$ cat config.mk
export PLATFORM = sky130hd
export DESIGN_NAME = tpa_tx_front
export DESIGN_NICKNAME = d
export VERILOG_FILES = /design/src/tpa_pkg.sv /design/src/tpa_phase_buf.sv /design/src/tpa_tx_front.sv
export SDC_FILE = /design/constraint.sdc
export NUM_CORES = 1
export LEC_CHECK = 0
export ABC_AREA = 0
export BUFFER_PORTS_ARGS = -buffer_cell sky130_fd_sc_hd__clkbuf_2
export CORE_ASPECT_RATIO = 1.5
export CORE_UTILIZATION = 45
export DETAILED_ROUTE_END_ITERATION = 12
export PLACE_DENSITY_LB_ADDON = 0.1
export SLEW_MARGIN = 25
export SYNTH_ARGS = -nofsm -noshare
export SYNTH_HDL_FRONTEND = slang
export SYNTH_SLANG_ARGS = --single-unit
$ cat constraint.sdc
create_clock -name sys_clk -period 4.8 [get_ports sys_clk]
set_input_delay 0.48 -clock sys_clk [delete_from_list [all_inputs] [get_ports sys_clk]]
set_output_delay 0.48 -clock sys_clk [all_outputs]
set_load 0.05 [all_outputs]
$ cat src/tpa_pkg.sv
// Shared constants and types for the transmit input and phase-align front end
package tpa_pkg;

  // Reference clock and character timing
  localparam int SYS_PERIOD_NS = 25;
  localparam int CHAR_PERIOD_NS = 200;
  localparam int CHAR_TICKS = (CHAR_PERIOD_NS + SYS_PERIOD_NS - 1) / SYS_PERIOD_NS;

  // Word Sync Sequence length in K28.5 characters
  localparam int WSS_LEN = 16;

  // Phase-align buffer depth, power of two
  localparam int BUF_DEPTH = 4;

  // Raw 10-bit word that asks for a Word Sync Sequence: control 01, data BC
  localparam logic [9:0] WSS_CMD = 10'h1bc;

  // Register byte offsets
  localparam logic [7:0] ADDR_CTRL = 8'h00;
  localparam logic [7:0] ADDR_STATUS = 8'h04;
  localparam logic [7:0] ADDR_IRQ_STAT = 8'h08;
  localparam logic [7:0] ADDR_IRQ_MASK = 8'h0c;

  // Register decode results
  localparam logic [2:0] SEL_CTRL = 3'h0;
  localparam logic [2:0] SEL_STATUS = 3'h1;
  localparam logic [2:0] SEL_STAT = 3'h2;
  localparam logic [2:0] SEL_MASK = 3'h3;
  localparam logic [2:0] SEL_NONE = 3'h4;

  // Field layout
  localparam int CTRL_W = 1;
  localparam int CTRL_SOFT_INIT = 0;
  localparam int ST_ERR = 0;
  localparam int ST_BYPASS = 1;
  localparam int ST_RUN = 2;
  localparam int ST_WSS = 3;
  localparam int IRQ_W = 2;
  localparam int IRQ_PHASE_ERR = 0;
  localparam int IRQ_RECENTRE = 1;

  // Reset values
  localparam logic [CTRL_W-1:0] CTRL_RST = 1'h0;
  localparam logic [IRQ_W-1:0] MASK_RST = 2'h0;

  // Bus responses
  localparam logic [1:0] RESP_OKAY = 2'h0;
  localparam logic [1:0] RESP_DECERR = 2'h3;

  // Three-level select pin, coded as two bits
  typedef enum logic [1:0] {
    LVL_LOW = 2'b00,
    LVL_MID = 2'b01,
    LVL_HIGH = 2'b10
  } tpa_level_e;

  typedef enum logic [2:0] {
    KIND_DATA = 3'b001,
    KIND_C07 = 3'b010,
    KIND_K285 = 3'b100
  } tpa_kind_e;

  typedef enum logic [1:0] {
    ST_HOLD = 2'b01,
    ST_RUNNING = 2'b10
  } tpa_state_e;

  // Asynchronous pins, in synchroniser order
  typedef struct packed {
    logic clk;
    logic init_n;
    logic cksel;
    logic dbl;
    tpa_level_e mode_hi;
    tpa_level_e mode_lo;
    logic sc;
    logic [1:0] ct;
    logic [7:0] d;
  } tpa_pins_s;

  // One captured character
  typedef struct packed {
    logic [9:0] word;
    logic sc;
  } tpa_entry_s;

  // Character handed to the parity and encoder stage
  typedef struct packed {
    logic [9:0] word;
    logic sc;
    logic encode;
    tpa_kind_e kind;
  } tpa_char_s;

endpackage : tpa_pkg

$ cat src/tpa_phase_buf.sv
// Phase-align buffer: slot array with write and read pointers and slip detect
`timescale 1ns/1ps
`default_nettype none
module tpa_phase_buf #(
  parameter int DEPTH = tpa_pkg::BUF_DEPTH
) (
  input wire logic sys_clk,
  input wire logic rst_n,
  input wire logic centre,
  input wire logic wr_en,
  input wire tpa_pkg::tpa_entry_s wr_data,
  input wire logic rd_en,
  output var tpa_pkg::tpa_entry_s rd_data,
  output logic slip
);
  localparam int PW = $clog2(DEPTH) + 1;

  tpa_pkg::tpa_entry_s mem_q [DEPTH];
  logic [PW-1:0] wr_q;
  logic [PW-1:0] rd_q;
  logic [PW-1:0] occ;

  assign occ = wr_q - rd_q;
  assign rd_data = mem_q[rd_q[PW-2:0]];
  // Underflow on read of an empty buffer, overflow on write of a full one with no read in the same cycle
  assign slip = (rd_en && (occ == '0)) || (wr_en && !rd_en && (occ == PW'(DEPTH)));

  always_ff @(posedge sys_clk) begin : wr_ptr
    if (!rst_n) begin
      wr_q <= '0;
    end else if (wr_en) begin
      wr_q <= wr_q + 1'b1;
    end
  end

  always_ff @(posedge sys_clk) begin : slots
    if (wr_en) begin
      mem_q[wr_q[PW-2:0]] <= wr_data;
    end
  end

  always_ff @(posedge sys_clk) begin : rd_ptr
    if (!rst_n) begin
      rd_q <= '0;
    end else if (centre) begin
      rd_q <= wr_q - PW'(DEPTH / 2);
    end else if (rd_en && (occ != '0)) begin
      rd_q <= rd_q + 1'b1;
    end
  end
endmodule : tpa_phase_buf
`default_nettype wire

$ cat src/tpa_tx_front.sv
// Transmit input register, phase-align crossing and register slave
// Operation
// - Encoder bypassed: character bits plus control bits form one 10-bit word.
// - Each input clock latches eight character and two control bits.
// - Upper mode select not LOW enables encoding with the control bits.
// - Lower mode select not HIGH also latches special character select.
// - Source select and double-edge both LOW: buffer skipped, reference timing.
// - Otherwise the phase-align buffer carries characters to the character clock.
// - Buffer init input LOW on two consecutive edges initialises the buffer.
// - Release of the init input fixes the buffer centre point.
// - Buffer init input is synchronised before the state machine uses it.
// - Host keeps input clock drift within half a character period.
// - Buffer slip raises the error output until the buffer is reinitialised.
// - While the phase error stands, C0.7 characters replace host data.
// - In middle upper mode a Word Sync Sequence recentres and clears error.
// - A Word Sync Sequence is sixteen consecutive K28.5 characters.
`timescale 1ns/1ps
`default_nettype none
module tpa_tx_front #(
  parameter int ADDR_W = 8,
  parameter int BUF_DEPTH = tpa_pkg::BUF_DEPTH
) (
  input wire logic sys_clk,
  input wire logic rst_n,
  input wire logic tx_input_clock,
  input wire logic phase_buffer_init_n,
  input wire logic [7:0] tx_char_bits,
  input wire logic [1:0] tx_control_bits,
  input wire logic special_char_select,
  input wire logic [3:0] tx_mode_select,
  input wire logic tx_input_clock_source_sel,
  input wire logic tx_double_edge_capture,
  output var tpa_pkg::tpa_char_s enc_char,
  output logic enc_char_valid,
  output logic tx_error_flag,
  output logic irq,
  input wire logic [ADDR_W-1:0] s_axi_awaddr,
  input wire logic s_axi_awvalid,
  output logic s_axi_awready,
  input wire logic [31:0] s_axi_wdata,
  input wire logic [3:0] s_axi_wstrb,
  input wire logic s_axi_wvalid,
  output logic s_axi_wready,
  output logic [1:0] s_axi_bresp,
  output logic s_axi_bvalid,
  input wire logic s_axi_bready,
  input wire logic [ADDR_W-1:0] s_axi_araddr,
  input wire logic s_axi_arvalid,
  output logic s_axi_arready,
  output logic [31:0] s_axi_rdata,
  output logic [1:0] s_axi_rresp,
  output logic s_axi_rvalid,
  input wire logic s_axi_rready
);
  localparam int PIN_W = $bits(tpa_pkg::tpa_pins_s);
  localparam int DIV_W = $clog2(tpa_pkg::CHAR_TICKS) + 1;
  localparam int WSS_W = $clog2(tpa_pkg::WSS_LEN) + 1;

  function automatic logic [2:0] reg_sel(input logic [ADDR_W-1:0] a);
    logic [2:0] s;
    if (a == ADDR_W'(tpa_pkg::ADDR_CTRL)) begin
      s = tpa_pkg::SEL_CTRL;
    end else if (a == ADDR_W'(tpa_pkg::ADDR_STATUS)) begin
      s = tpa_pkg::SEL_STATUS;
    end else if (a == ADDR_W'(tpa_pkg::ADDR_IRQ_STAT)) begin
      s = tpa_pkg::SEL_STAT;
    end else if (a == ADDR_W'(tpa_pkg::ADDR_IRQ_MASK)) begin
      s = tpa_pkg::SEL_MASK;
    end else begin
      s = tpa_pkg::SEL_NONE;
    end
    return s;
  endfunction : reg_sel

  tpa_pkg::tpa_pins_s pins_raw;
  tpa_pkg::tpa_pins_s pf;
  logic [PIN_W-1:0] sync1_q, sync2_q, sync3_q, pin_f_q;
  tpa_pkg::tpa_entry_s pin_entry, buf_out, cur, wss_src;
  tpa_pkg::tpa_state_e st_q;
  tpa_pkg::tpa_char_s char_q;
  logic [DIV_W-1:0] div_q;
  logic [WSS_W-1:0] wss_cnt_q;
  logic tick_q, clk_prev_q, valid_q, phase_err_q, irq_q;
  logic bypass, run, init_low, centre_go, cap_edge, buf_wr, buf_rd, buf_centre, buf_slip;
  logic wss_go, recentre, err_set;
  logic [tpa_pkg::CTRL_W-1:0] ctrl_q;
  logic [tpa_pkg::IRQ_W-1:0] irq_stat_q, irq_mask_q, irq_set, irq_clr;
  logic awready_q, wready_q, bvalid_q, arready_q, rvalid_q, wr_go;
  logic [1:0] bresp_q, rresp_q;
  logic [ADDR_W-1:0] awaddr_q;
  logic [31:0] wdata_q, rdata_q, rd_word;
  logic [3:0] wstrb_q;
  logic [2:0] wr_sel, rd_sel;

  assign pins_raw = '{clk: tx_input_clock, init_n: phase_buffer_init_n,
                      cksel: tx_input_clock_source_sel, dbl: tx_double_edge_capture,
                      mode_hi: tpa_pkg::tpa_level_e'(tx_mode_select[3:2]),
                      mode_lo: tpa_pkg::tpa_level_e'(tx_mode_select[1:0]),
                      sc: special_char_select, ct: tx_control_bits, d: tx_char_bits};

  // Three stages; a bit moves on once stages two and three agree
  always_ff @(posedge sys_clk) begin : pin_sync
    if (!rst_n) begin
      sync1_q <= '0;
      sync2_q <= '0;
      sync3_q <= '0;
      pin_f_q <= '0;
    end else begin
      sync1_q <= pins_raw;
      sync2_q <= sync1_q;
      sync3_q <= sync2_q;
      pin_f_q <= ((sync2_q ~^ sync3_q) & sync3_q) | ((sync2_q ^ sync3_q) & pin_f_q);
    end
  end

  assign pf = pin_f_q;
  assign bypass = !pf.cksel && !pf.dbl;
  assign run = (st_q == tpa_pkg::ST_RUNNING);

  always_comb begin
    pin_entry.word = {pf.ct, pf.d};
    pin_entry.sc = (pf.mode_lo != tpa_pkg::LVL_HIGH) && pf.sc;
  end

  // Internal character clock enable
  always_ff @(posedge sys_clk) begin : char_div
    if (!rst_n) begin
      div_q <= '0;
      tick_q <= 1'b0;
    end else if (div_q == '0) begin
      div_q <= DIV_W'(tpa_pkg::CHAR_TICKS - 1);
      tick_q <= 1'b1;
    end else begin
      div_q <= div_q - 1'b1;
      tick_q <= 1'b0;
    end
  end

  assign init_low = !pf.init_n || ctrl_q[tpa_pkg::CTRL_SOFT_INIT];
  assign centre_go = (st_q == tpa_pkg::ST_HOLD) && !init_low;

  always_ff @(posedge sys_clk) begin : init_fsm
    if (!rst_n) begin
      st_q <= tpa_pkg::ST_HOLD;
    end else begin
      case (st_q)
        tpa_pkg::ST_HOLD: begin
          if (!init_low) begin
            st_q <= tpa_pkg::ST_RUNNING;
          end
        end
        tpa_pkg::ST_RUNNING: begin
          if (init_low) begin
            st_q <= tpa_pkg::ST_HOLD;
          end
        end
        default: begin
          st_q <= tpa_pkg::ST_HOLD;
        end
      endcase
    end
  end

  always_ff @(posedge sys_clk) begin : clk_edge
    if (!rst_n) begin
      clk_prev_q <= 1'b0;
    end else begin
      clk_prev_q <= pf.clk;
    end
  end

  // Rising edge, plus falling edge in double-edge capture
  assign cap_edge = (pf.clk && !clk_prev_q) || (pf.dbl && !pf.clk && clk_prev_q);
  assign buf_wr = run && !bypass && cap_edge;
  assign buf_rd = run && !bypass && tick_q;
  assign buf_centre = centre_go || recentre;

  tpa_phase_buf #(
    .DEPTH(BUF_DEPTH)
  ) u_buf (
    .sys_clk(sys_clk),
    .rst_n(rst_n),
    .centre(buf_centre),
    .wr_en(buf_wr),
    .wr_data(pin_entry),
    .rd_en(buf_rd),
    .rd_data(buf_out),
    .slip(buf_slip)
  );

  assign cur = bypass ? pin_entry : buf_out;
  // Buffer contents are stale while in error, so watch the pins directly
  assign wss_src = (phase_err_q || bypass) ? pin_entry : buf_out;
  assign wss_go = tick_q && run && (pf.mode_hi == tpa_pkg::LVL_MID) && (wss_cnt_q == '0)
                  && (wss_src.word == tpa_pkg::WSS_CMD);
  assign recentre = wss_go && phase_err_q && !bypass;
  assign err_set = buf_slip && run && !bypass && !phase_err_q;

  always_ff @(posedge sys_clk) begin : wss_count
    if (!rst_n) begin
      wss_cnt_q <= '0;
    end else if (wss_go) begin
      wss_cnt_q <= WSS_W'(tpa_pkg::WSS_LEN - 1);
    end else if (tick_q && (wss_cnt_q != '0)) begin
      wss_cnt_q <= wss_cnt_q - 1'b1;
    end
  end

  always_ff @(posedge sys_clk) begin : phase_err
    if (!rst_n) begin
      phase_err_q <= 1'b0;
    end else if (bypass || buf_centre || !run) begin
      phase_err_q <= 1'b0;
    end else if (buf_slip && run) begin
      phase_err_q <= 1'b1;
    end
  end

  always_ff @(posedge sys_clk) begin : char_out
    if (!rst_n) begin
      char_q <= '{word: 10'h000, sc: 1'b0, encode: 1'b0, kind: tpa_pkg::KIND_DATA};
      valid_q <= 1'b0;
    end else begin
      valid_q <= tick_q && (run || bypass);
      if (tick_q) begin
        char_q.word <= cur.word;
        char_q.sc <= cur.sc;
        char_q.encode <= (pf.mode_hi != tpa_pkg::LVL_LOW);
        if (wss_go || (wss_cnt_q != '0)) begin
          char_q.kind <= tpa_pkg::KIND_K285;
        end else if (phase_err_q) begin
          char_q.kind <= tpa_pkg::KIND_C07;
        end else begin
          char_q.kind <= tpa_pkg::KIND_DATA;
        end
      end
    end
  end

  // Register slave: address and data taken in either order
  assign wr_go = !awready_q && !wready_q && !bvalid_q;
  assign wr_sel = reg_sel(awaddr_q);
  assign rd_sel = reg_sel(s_axi_araddr);

  always_ff @(posedge sys_clk) begin : bus_write
    if (!rst_n) begin
      awready_q <= 1'b1;
      wready_q <= 1'b1;
      bvalid_q <= 1'b0;
      bresp_q <= tpa_pkg::RESP_OKAY;
      awaddr_q <= '0;
      wdata_q <= 32'h0000_0000;
      wstrb_q <= 4'h0;
    end else begin
      if (s_axi_awvalid && awready_q) begin
        awready_q <= 1'b0;
        awaddr_q <= s_axi_awaddr;
      end
      if (s_axi_wvalid && wready_q) begin
        wready_q <= 1'b0;
        wdata_q <= s_axi_wdata;
        wstrb_q <= s_axi_wstrb;
      end
      if (wr_go) begin
        bvalid_q <= 1'b1;
        bresp_q <= (wr_sel == tpa_pkg::SEL_NONE) ? tpa_pkg::RESP_DECERR : tpa_pkg::RESP_OKAY;
      end
      if (bvalid_q && s_axi_bready) begin
        bvalid_q <= 1'b0;
        awready_q <= 1'b1;
        wready_q <= 1'b1;
      end
    end
  end

  always_ff @(posedge sys_clk) begin : csr
    if (!rst_n) begin
      ctrl_q <= tpa_pkg::CTRL_RST;
      irq_mask_q <= tpa_pkg::MASK_RST;
    end else if (wr_go && wstrb_q[0]) begin
      if (wr_sel == tpa_pkg::SEL_CTRL) begin
        ctrl_q <= wdata_q[tpa_pkg::CTRL_W-1:0];
      end else if (wr_sel == tpa_pkg::SEL_MASK) begin
        irq_mask_q <= wdata_q[tpa_pkg::IRQ_W-1:0];
      end
    end
  end

  always_comb begin
    irq_set = '0;
    irq_set[tpa_pkg::IRQ_PHASE_ERR] = err_set;
    irq_set[tpa_pkg::IRQ_RECENTRE] = recentre;
    irq_clr = '0;
    if (wr_go && wstrb_q[0] && (wr_sel == tpa_pkg::SEL_STAT)) begin
      irq_clr = wdata_q[tpa_pkg::IRQ_W-1:0];
    end
  end

  // Set wins over a write-one-to-clear in the same cycle
  always_ff @(posedge sys_clk) begin : irq_path
    if (!rst_n) begin
      irq_stat_q <= '0;
      irq_q <= 1'b0;
    end else begin
      irq_stat_q <= (irq_stat_q & ~irq_clr) | irq_set;
      irq_q <= |(irq_stat_q & irq_mask_q);
    end
  end

  always_comb begin
    rd_word = 32'h0000_0000;
    if (rd_sel == tpa_pkg::SEL_CTRL) begin
      rd_word[tpa_pkg::CTRL_W-1:0] = ctrl_q;
    end else if (rd_sel == tpa_pkg::SEL_STATUS) begin
      rd_word[tpa_pkg::ST_ERR] = phase_err_q;
      rd_word[tpa_pkg::ST_BYPASS] = bypass;
      rd_word[tpa_pkg::ST_RUN] = run;
      rd_word[tpa_pkg::ST_WSS] = (wss_cnt_q != '0);
    end else if (rd_sel == tpa_pkg::SEL_STAT) begin
      rd_word[tpa_pkg::IRQ_W-1:0] = irq_stat_q;
    end else if (rd_sel == tpa_pkg::SEL_MASK) begin
      rd_word[tpa_pkg::IRQ_W-1:0] = irq_mask_q;
    end
  end

  always_ff @(posedge sys_clk) begin : bus_read
    if (!rst_n) begin
      arready_q <= 1'b1;
      rvalid_q <= 1'b0;
      rdata_q <= 32'h0000_0000;
      rresp_q <= tpa_pkg::RESP_OKAY;
    end else if (s_axi_arvalid && arready_q) begin
      arready_q <= 1'b0;
      rvalid_q <= 1'b1;
      rdata_q <= rd_word;
      rresp_q <= (rd_sel == tpa_pkg::SEL_NONE) ? tpa_pkg::RESP_DECERR : tpa_pkg::RESP_OKAY;
    end else if (rvalid_q && s_axi_rready) begin
      rvalid_q <= 1'b0;
      arready_q <= 1'b1;
    end
  end

  assign enc_char = char_q;
  assign enc_char_valid = valid_q;
  assign tx_error_flag = phase_err_q;
  assign irq = irq_q;
  assign s_axi_awready = awready_q;
  assign s_axi_wready = wready_q;
  assign s_axi_bvalid = bvalid_q;
  assign s_axi_bresp = bresp_q;
  assign s_axi_arready = arready_q;
  assign s_axi_rvalid = rvalid_q;
  assign s_axi_rdata = rdata_q;
  assign s_axi_rresp = rresp_q;
endmodule : tpa_tx_front
`default_nettype wire

; Yosys cells after proc, flatten, opt, wreduce, memory -nomap -nowiden
; Memories as Yosys holds them, arrays and structs flattened. A register that Yosys moved wholly into a read port is not among the register bits.
; Cells that the tools add are included.
[classes]
muxes = 38
eq_ne = 21
bitwise = 11
reduce_logical = 76
add_sub_neg = 6
[ops]
columns = op, count
row1 = 3-bit 2-to-1 mux, 13
row2 = 19-bit bitwise AND, 2
row3 = 1-bit logical AND, 33
row4 = 8-bit by 4-bit == test with 1-bit output (second input constant), 4
row5 = 2-bit 2-to-1 mux, 12
row6 = 11-bit 2-to-1 mux, 2
row7 = 19-bit OR, 1
row8 = 19-bit XNOR, 1
row9 = 19-bit XOR, 1
row10 = 8-bit by 3-bit == test with 1-bit output (second input constant), 2
row11 = 8-bit logical NOT, 2
row12 = 1-bit logical NOT, 13
row13 = 3-bit by 2-bit == test with 1-bit output (second input constant), 4
row14 = 10-bit by 9-bit == test with 1-bit output (second input constant), 1
row15 = 2-bit OR reduction, 5
row16 = 3-bit == test (second input constant), 3
row17 = 3-bit logical NOT, 3
row18 = 1-bit logical OR, 9
row19 = 1-bit 2-to-1 mux, 8
row20 = 4-bit 2-to-1 mux, 2
row21 = 2-bit nonzero test, 4
row22 = 3-bit by 1-bit adder with 3-bit output (second input constant), 2
row23 = 5-bit logical NOT, 1
row24 = 5-bit nonzero test, 1
row25 = other kinds (18), 23
[word_totals]
out_inout_bits = 59
memories = 1
elab_cells = 187
ff_bits = 142
input_bits = 78
mem_bits_rw = 44
[memory_table]
columns = name, depth, word_bits, read_ports, rd_clocked_by_memory_dff, write_ports, line
row1 = u_buf.mem_q, 4, 11, 1, 1, 1, tpa_phase_buf.sv:18  ; tpa_pkg::tpa_entry_s mem_q [DEPTH];

; Longest topological paths before layout
[logic_depth]
depth_word = 13
ltp_mapped = 8
depth_no_buf = 8

; Cells and area by module
; A second synthesis with hierarchy kept.
[hier_totals]
cells_unflattened = 646
hier_area_um2 = 7267.0
[by_module_without_submodules]
columns = mod, area_each_um2, instances, seq_area_each_um2, cells_per_inst
row1 = tpa_tx_front, 5129.9, 1, 2682.6, 530
row2 = tpa_phase_buf, 2137.0, 1, 1481.4, 116

; Worst setup path after synthesis
; No wires, ideal clock.
[synth_timing]
path_kind = register -> register
start = register u_buf.wr_q[0]
end = register irq_stat_q[0] in the netlist's numbering
path_buffers = 0
arrival_ps = 1944
path_stages_with_launch = 9
required_time_ps = 4742
period_less_slack_ps = 2002
path_slack_ps = 2798
path_cell_list = dfxtp_1 inv_1 ha_1 nand2b_4 and3_4 or2_0 or3_4 a2111oi_4 o21a_1
[synth_via]
elab_chain_cells = 8
word_cells_on_any_way = 10
[synth_lines]
columns = item, line
row1 = from (decl), tpa_phase_buf.sv:19  ; logic [PW-1:0] wr_q;
row2 = from (signal assigned), tpa_phase_buf.sv:32  ; wr_q <= wr_q + 1'b1;
row3 = 3-bit subtractor *, tpa_phase_buf.sv:23  ; assign occ = wr_q - rd_q;
row4 = 3-bit == test / 3-bit logical NOT (equally long branches), tpa_phase_buf.sv:26  ; assign slip = (rd_en && (occ == '0)) || (wr_en && !rd_en && (occ == PW'(DEPTH)));
row5 = 1-bit logical AND, tpa_phase_buf.sv:26
row6 = 1-bit logical OR *, tpa_phase_buf.sv:26
row7 = 1-bit logical AND * (3 in a row), tpa_tx_front.sv:197  ; assign err_set = buf_slip && run && !bypass && !phase_err_q;
row8 = 2-bit OR *, tpa_tx_front.sv:305  ; irq_stat_q <= (irq_stat_q & ~irq_clr) | irq_set;
row9 = to (signal assigned), tpa_tx_front.sv:305
row10 = to (decl), tpa_tx_front.sv:87  ; logic [tpa_pkg::IRQ_W-1:0] irq_stat_q, irq_mask_q, irq_set, irq_clr;
; Mark *: on every way between the ends. The rest lies on a longest branch, timed or not.
; A chain may end at the register's enable or synchronous reset.

==> impl_metrics.csv <==
group,metric,value,unit
yosys,synth-seq-cells,186,
timing,final-hold-violation-count,0,
worst_setup_path,path_max_fanout,11,
worst_setup_path,regToRegSetupSlack,2.38,ns
pwr,leakage_power,3.29,nW
final_layout,final_cell_count_no_fill,914,
placement,placed_cells,882,
pwr,power.density,436,nW/µm²
pwr,clock_power_share,37.4,%
worst_setup_path,timing.critical_path.arrival,2.68,ns
clock_tree,cts.htree.levels,4,
final_layout,layout-area-overhead-vs-synth,13.9,%
floorplanning,floorplan.io_pins,137,
timing,final-max-slew-violation-count,0,
grt,grt_pass1_wl,20.3,mm
pwr,power.share.combinational,13.5,%
clock_tree,clock_insertion_delay_worst_skew,0.42,ns
worst_setup_path,critical_path.max_stage_delay,0.82,ns
final_layout,num-fill-cells,1403,
routing,via_count,4437,
worst_setup_path,worst-r2r-cell-count,5,
timing,worst-slew-pin-transition,0.810,ns
placement,dp.final_hpwl,8.59,mm
pwr,p_switching,0.974,mW
routing,routed_wl,12.2,mm
outcome,run_status,"finished, final reports clean",
clock_tree,cts.hold.buffers_added,0,
yosys,synthCells,630,
clock_tree,clk_pin_slew,0.06,ns
pwr,seqPwrFrac,49.1,%
worst_setup_path,setup.worst_path.end_class,"flip-flop",
timing,clock.fmax,414,MHz
timing,fin_crit,2.42,ns
hold_path,hold_path.class,"in2reg",
timing,finalSetupViolations,0,
grt,grt_antenna_before_repair,0,
grt,grt_util_all_layers,15.9,%
routing,detail_route.wl_per_cell,13.4,µm
floorplanning,floorplan_core_area,15600,µm²
yosys,synth_area,7150,µm²
routing,detail-route-antenna-nets,0,
pwr,cell_internal_pwr,2.57,mW
final_layout,layout_common_cells,"142 x sky130_fd_sc_hd__dfxtp_1, 75 x sky130_fd_sc_hd__clkbuf_2, 63 x sky130_fd_sc_hd__and2_1",
yosys,ys_async_sr_fraction,0,%
pwr,switching_share,27.5,%
timing,finalCritPeriodShare,50.3,%
worst_setup_path,endpoint,"enc_char[0]",
yosys,syn-mean-instance-area,11.3,µm²
yosys,synth_cell_types,58,
worst_setup_path,critical_path.cell_chain,"mux4_2, and4b_4, o2111ai_4, nand4b_1, nand3_1",
timing,max-slew-margin-rel,45.2,%
grt,first_global_vias,4224,
grt,grt_max_degree,74,
worst_setup_path,regToRegEndpoint,"enc_char[0]",
placement,io_buffer_count,75,
final_layout,most_common_cell_after_layout_fill_and_taps_aside,"sky130_fd_sc_hd__dfxtp_1",
worst_setup_path,crit_slowest_cell,"sky130_fd_sc_hd__dfxtp_1",
routing,route.detailed.vias_per_inst,4.85,
clock_tree,ctsRootBufferMaster,"sky130_fd_sc_hd__clkbuf_16",
timing,timing.clock.skew,0.0109,ns
clock_tree,tritoncts,"done",
yosys,synth_ff_type,"sky130_fd_sc_hd__dfxtp_1",
final_layout,antenna_cells_inserted,0,
floorplanning,dieArea,16400,µm²
clock_tree,tritoncts_num_sinks,186,
clock_tree,cts.path.max_buffers,2,
worst_setup_path,worstSetupStartpointType,"flip-flop",
routing,drt_initial_violations,158,
floorplanning,dieWidth,105,µm
yosys,synth-edff-count,44,
timing,finalSetupTns,0,ns
placement,routabilityCongestion,0.805,
final_layout,register_area,4160,µm²
yosys,yosys_warnings,0,
final_layout,multi_input_logic_area,2690,µm²
clock_tree,numCtsBuffers,17,
final_layout,drive_gt1_share,18.8,%
job,max_cap_violations,0,
yosys,synth_sequential_area_ratio,58.3,%
timing,rsz0062_at_grt,"no",
floorplanning,initial_utilization,45.9,%
routing,drc_errors,0,
placement,detailedPlace.worstSlack,2.32,ns
floorplanning,floorplan.rows,56,
clock_tree,post_cts_resized,0,
final_layout,final_core_util,52.3,%
pwr,p_total,3.55,mW
final_layout,fin_nets,805,
floorplanning,dieHeight,156,µm
timing,final_worst_slack,2.38,ns
grt,overflow,0,
routing,drt-pass1-iter-count,5,
worst_setup_path,timing.setup.critical_path_class,"reg2reg",
worst_setup_path,timing.critical_path.required,5.07,ns
pwr,vdd.ir_drop.worst,0.000234,V
clock_tree,postCtsSetupRepairBufs,0,
[flip-flops by register name (all words and copies together), names as in the netlist, 2 cells and up, named ones only]
name         count
s_axi_rdata      4
irq_stat_q       2
u_buf.mem_q     44
irq_mask_q       2
wss_cnt_q        5
u_buf.rd_q       3
sync2_q         19
u_buf.wr_q       3
st_q             2
enc_char        15
sync1_q         19
pf              19
div_q            4
sync3_q         19
awaddr_q         8
wdata_q          2
[area by class of cell]
type | count | area share [%]
Multi-Input combinational cell | 397 | 33.0
Clock buffer | 21 | 5.67
Inverter | 18 | 0.830
Tap cell | 203 | 3.12
Clock inverter | 11 | 1.32
Timing Repair Buffer | 78 | 4.89
Sequential cell | 186 | 51.2
[power by group through the flow]
stage	Sequential (mW)	Combinational [mW]	Clock [mW]
floorplan	1.92	0.247	0
global placement	1.77	0.476	0
detailed placement	1.78	0.481	0
CTS	1.74	0.483	1.37
global route	1.75	0.524	1.44
finish	1.74	0.477	1.33
[worst max-delay path, delay by kind of cell, from the launching register on]
kind             cells  cell delay [ns]
multiplexers         1             0.61
AO/OA/AOI/OAI        1             0.19
flip-flops           1             0.82
AND/OR/NAND/NOR      3             0.64
[metal layers]
metal | global-route usage, % | part of all wire (%) | vias up
met1 | 17.8 | 44 | 2060
li1 | - | - | 2259
met4 | 7.04 | 1.2 | 0
met5 | 0 | 0 | -
met3 | 3.33 | 3.6 | 9
met2 | 29.0 | 51 | 109
[through the flow]
| step | instance area, µm² | hold slack [ns] |
|---|---|---|
| 3_5_place_dp | 7570 | 0.417 |
| 6_report | 8140 | 0.261 |
| 4_1_cts | 8140 | 0.242 |
| 2_1_floorplan | 7250 | 0.412 |
| 3_3_place_gp | 7570 | 0.415 |
| 5_1_grt | 8140 | 0.246 |
[Yosys cell counts, drive strengths merged, types with 2 or more instances]
master   count  area share [%]
dfxtp      142              40
and2        63             5.5
nor2        58             3.0
a21oi       47             3.3
nand2       45             2.4
edfxtp      44              18
buf         36             3.6
ha          29             5.1
clkbuf      20             1.1
inv         18            0.95
nand3       15             1.1
a311oi      12             1.5
mux4        12             3.8
o21ai       10            0.70
xnor2        9             1.1
nand2b       6            0.63
a22oi        5            0.53
mux2i        5            0.70
xor2         4            0.49
nand3b       3            0.32
nor3         3            0.21
nor4         3            0.26
or2          3            0.26
or3          3            0.33
a2111oi      2            0.77
a211oi       2            0.21
a21boi       2            0.21
a31oi        2            0.26
and3         2            0.25
and3b        2            0.25
and4b        2            0.33
nand4        2            0.18
nand4b       2            0.25
nor2b        2            0.18
nor4b        2            0.25
[worst min-delay path by stage]
stage / start / to / slack, ns / depth (start not counted)
after floorplan: sync1_q[0] / sync2_q[0] / 0.41 / 1
after global placement: sync1_q[13] / sync2_q[13] / 0.41 / 1
final: tx_mode_select[1] / sync1_q[12] / 0.26 / 2
after CTS: tx_char_bits[7] / sync1_q[7] / 0.24 / 2
after detailed placement: sync1_q[5] / sync2_q[5] / 0.42 / 1
after global routing: tx_char_bits[7] / sync1_q[7] / 0.25 / 2
[cells by family after synthesis]
| family | count (synthesis) | share of synthesized area [%] |
|---|---|---|
| DFF | 186 | 58.3 |
| other | 1 | 0.0525 |
| adders and majority gates | 29 | 5.08 |
| AOI/OAI and AO/OA | 89 | 8.56 |
| and+or+nand+nor | 220 | 16.2 |
| xor gates and xnor gates | 13 | 1.59 |
| buffers and inverters | 74 | 5.58 |
| muxes | 18 | 4.64 |
(Power assumes the default switching activity.)
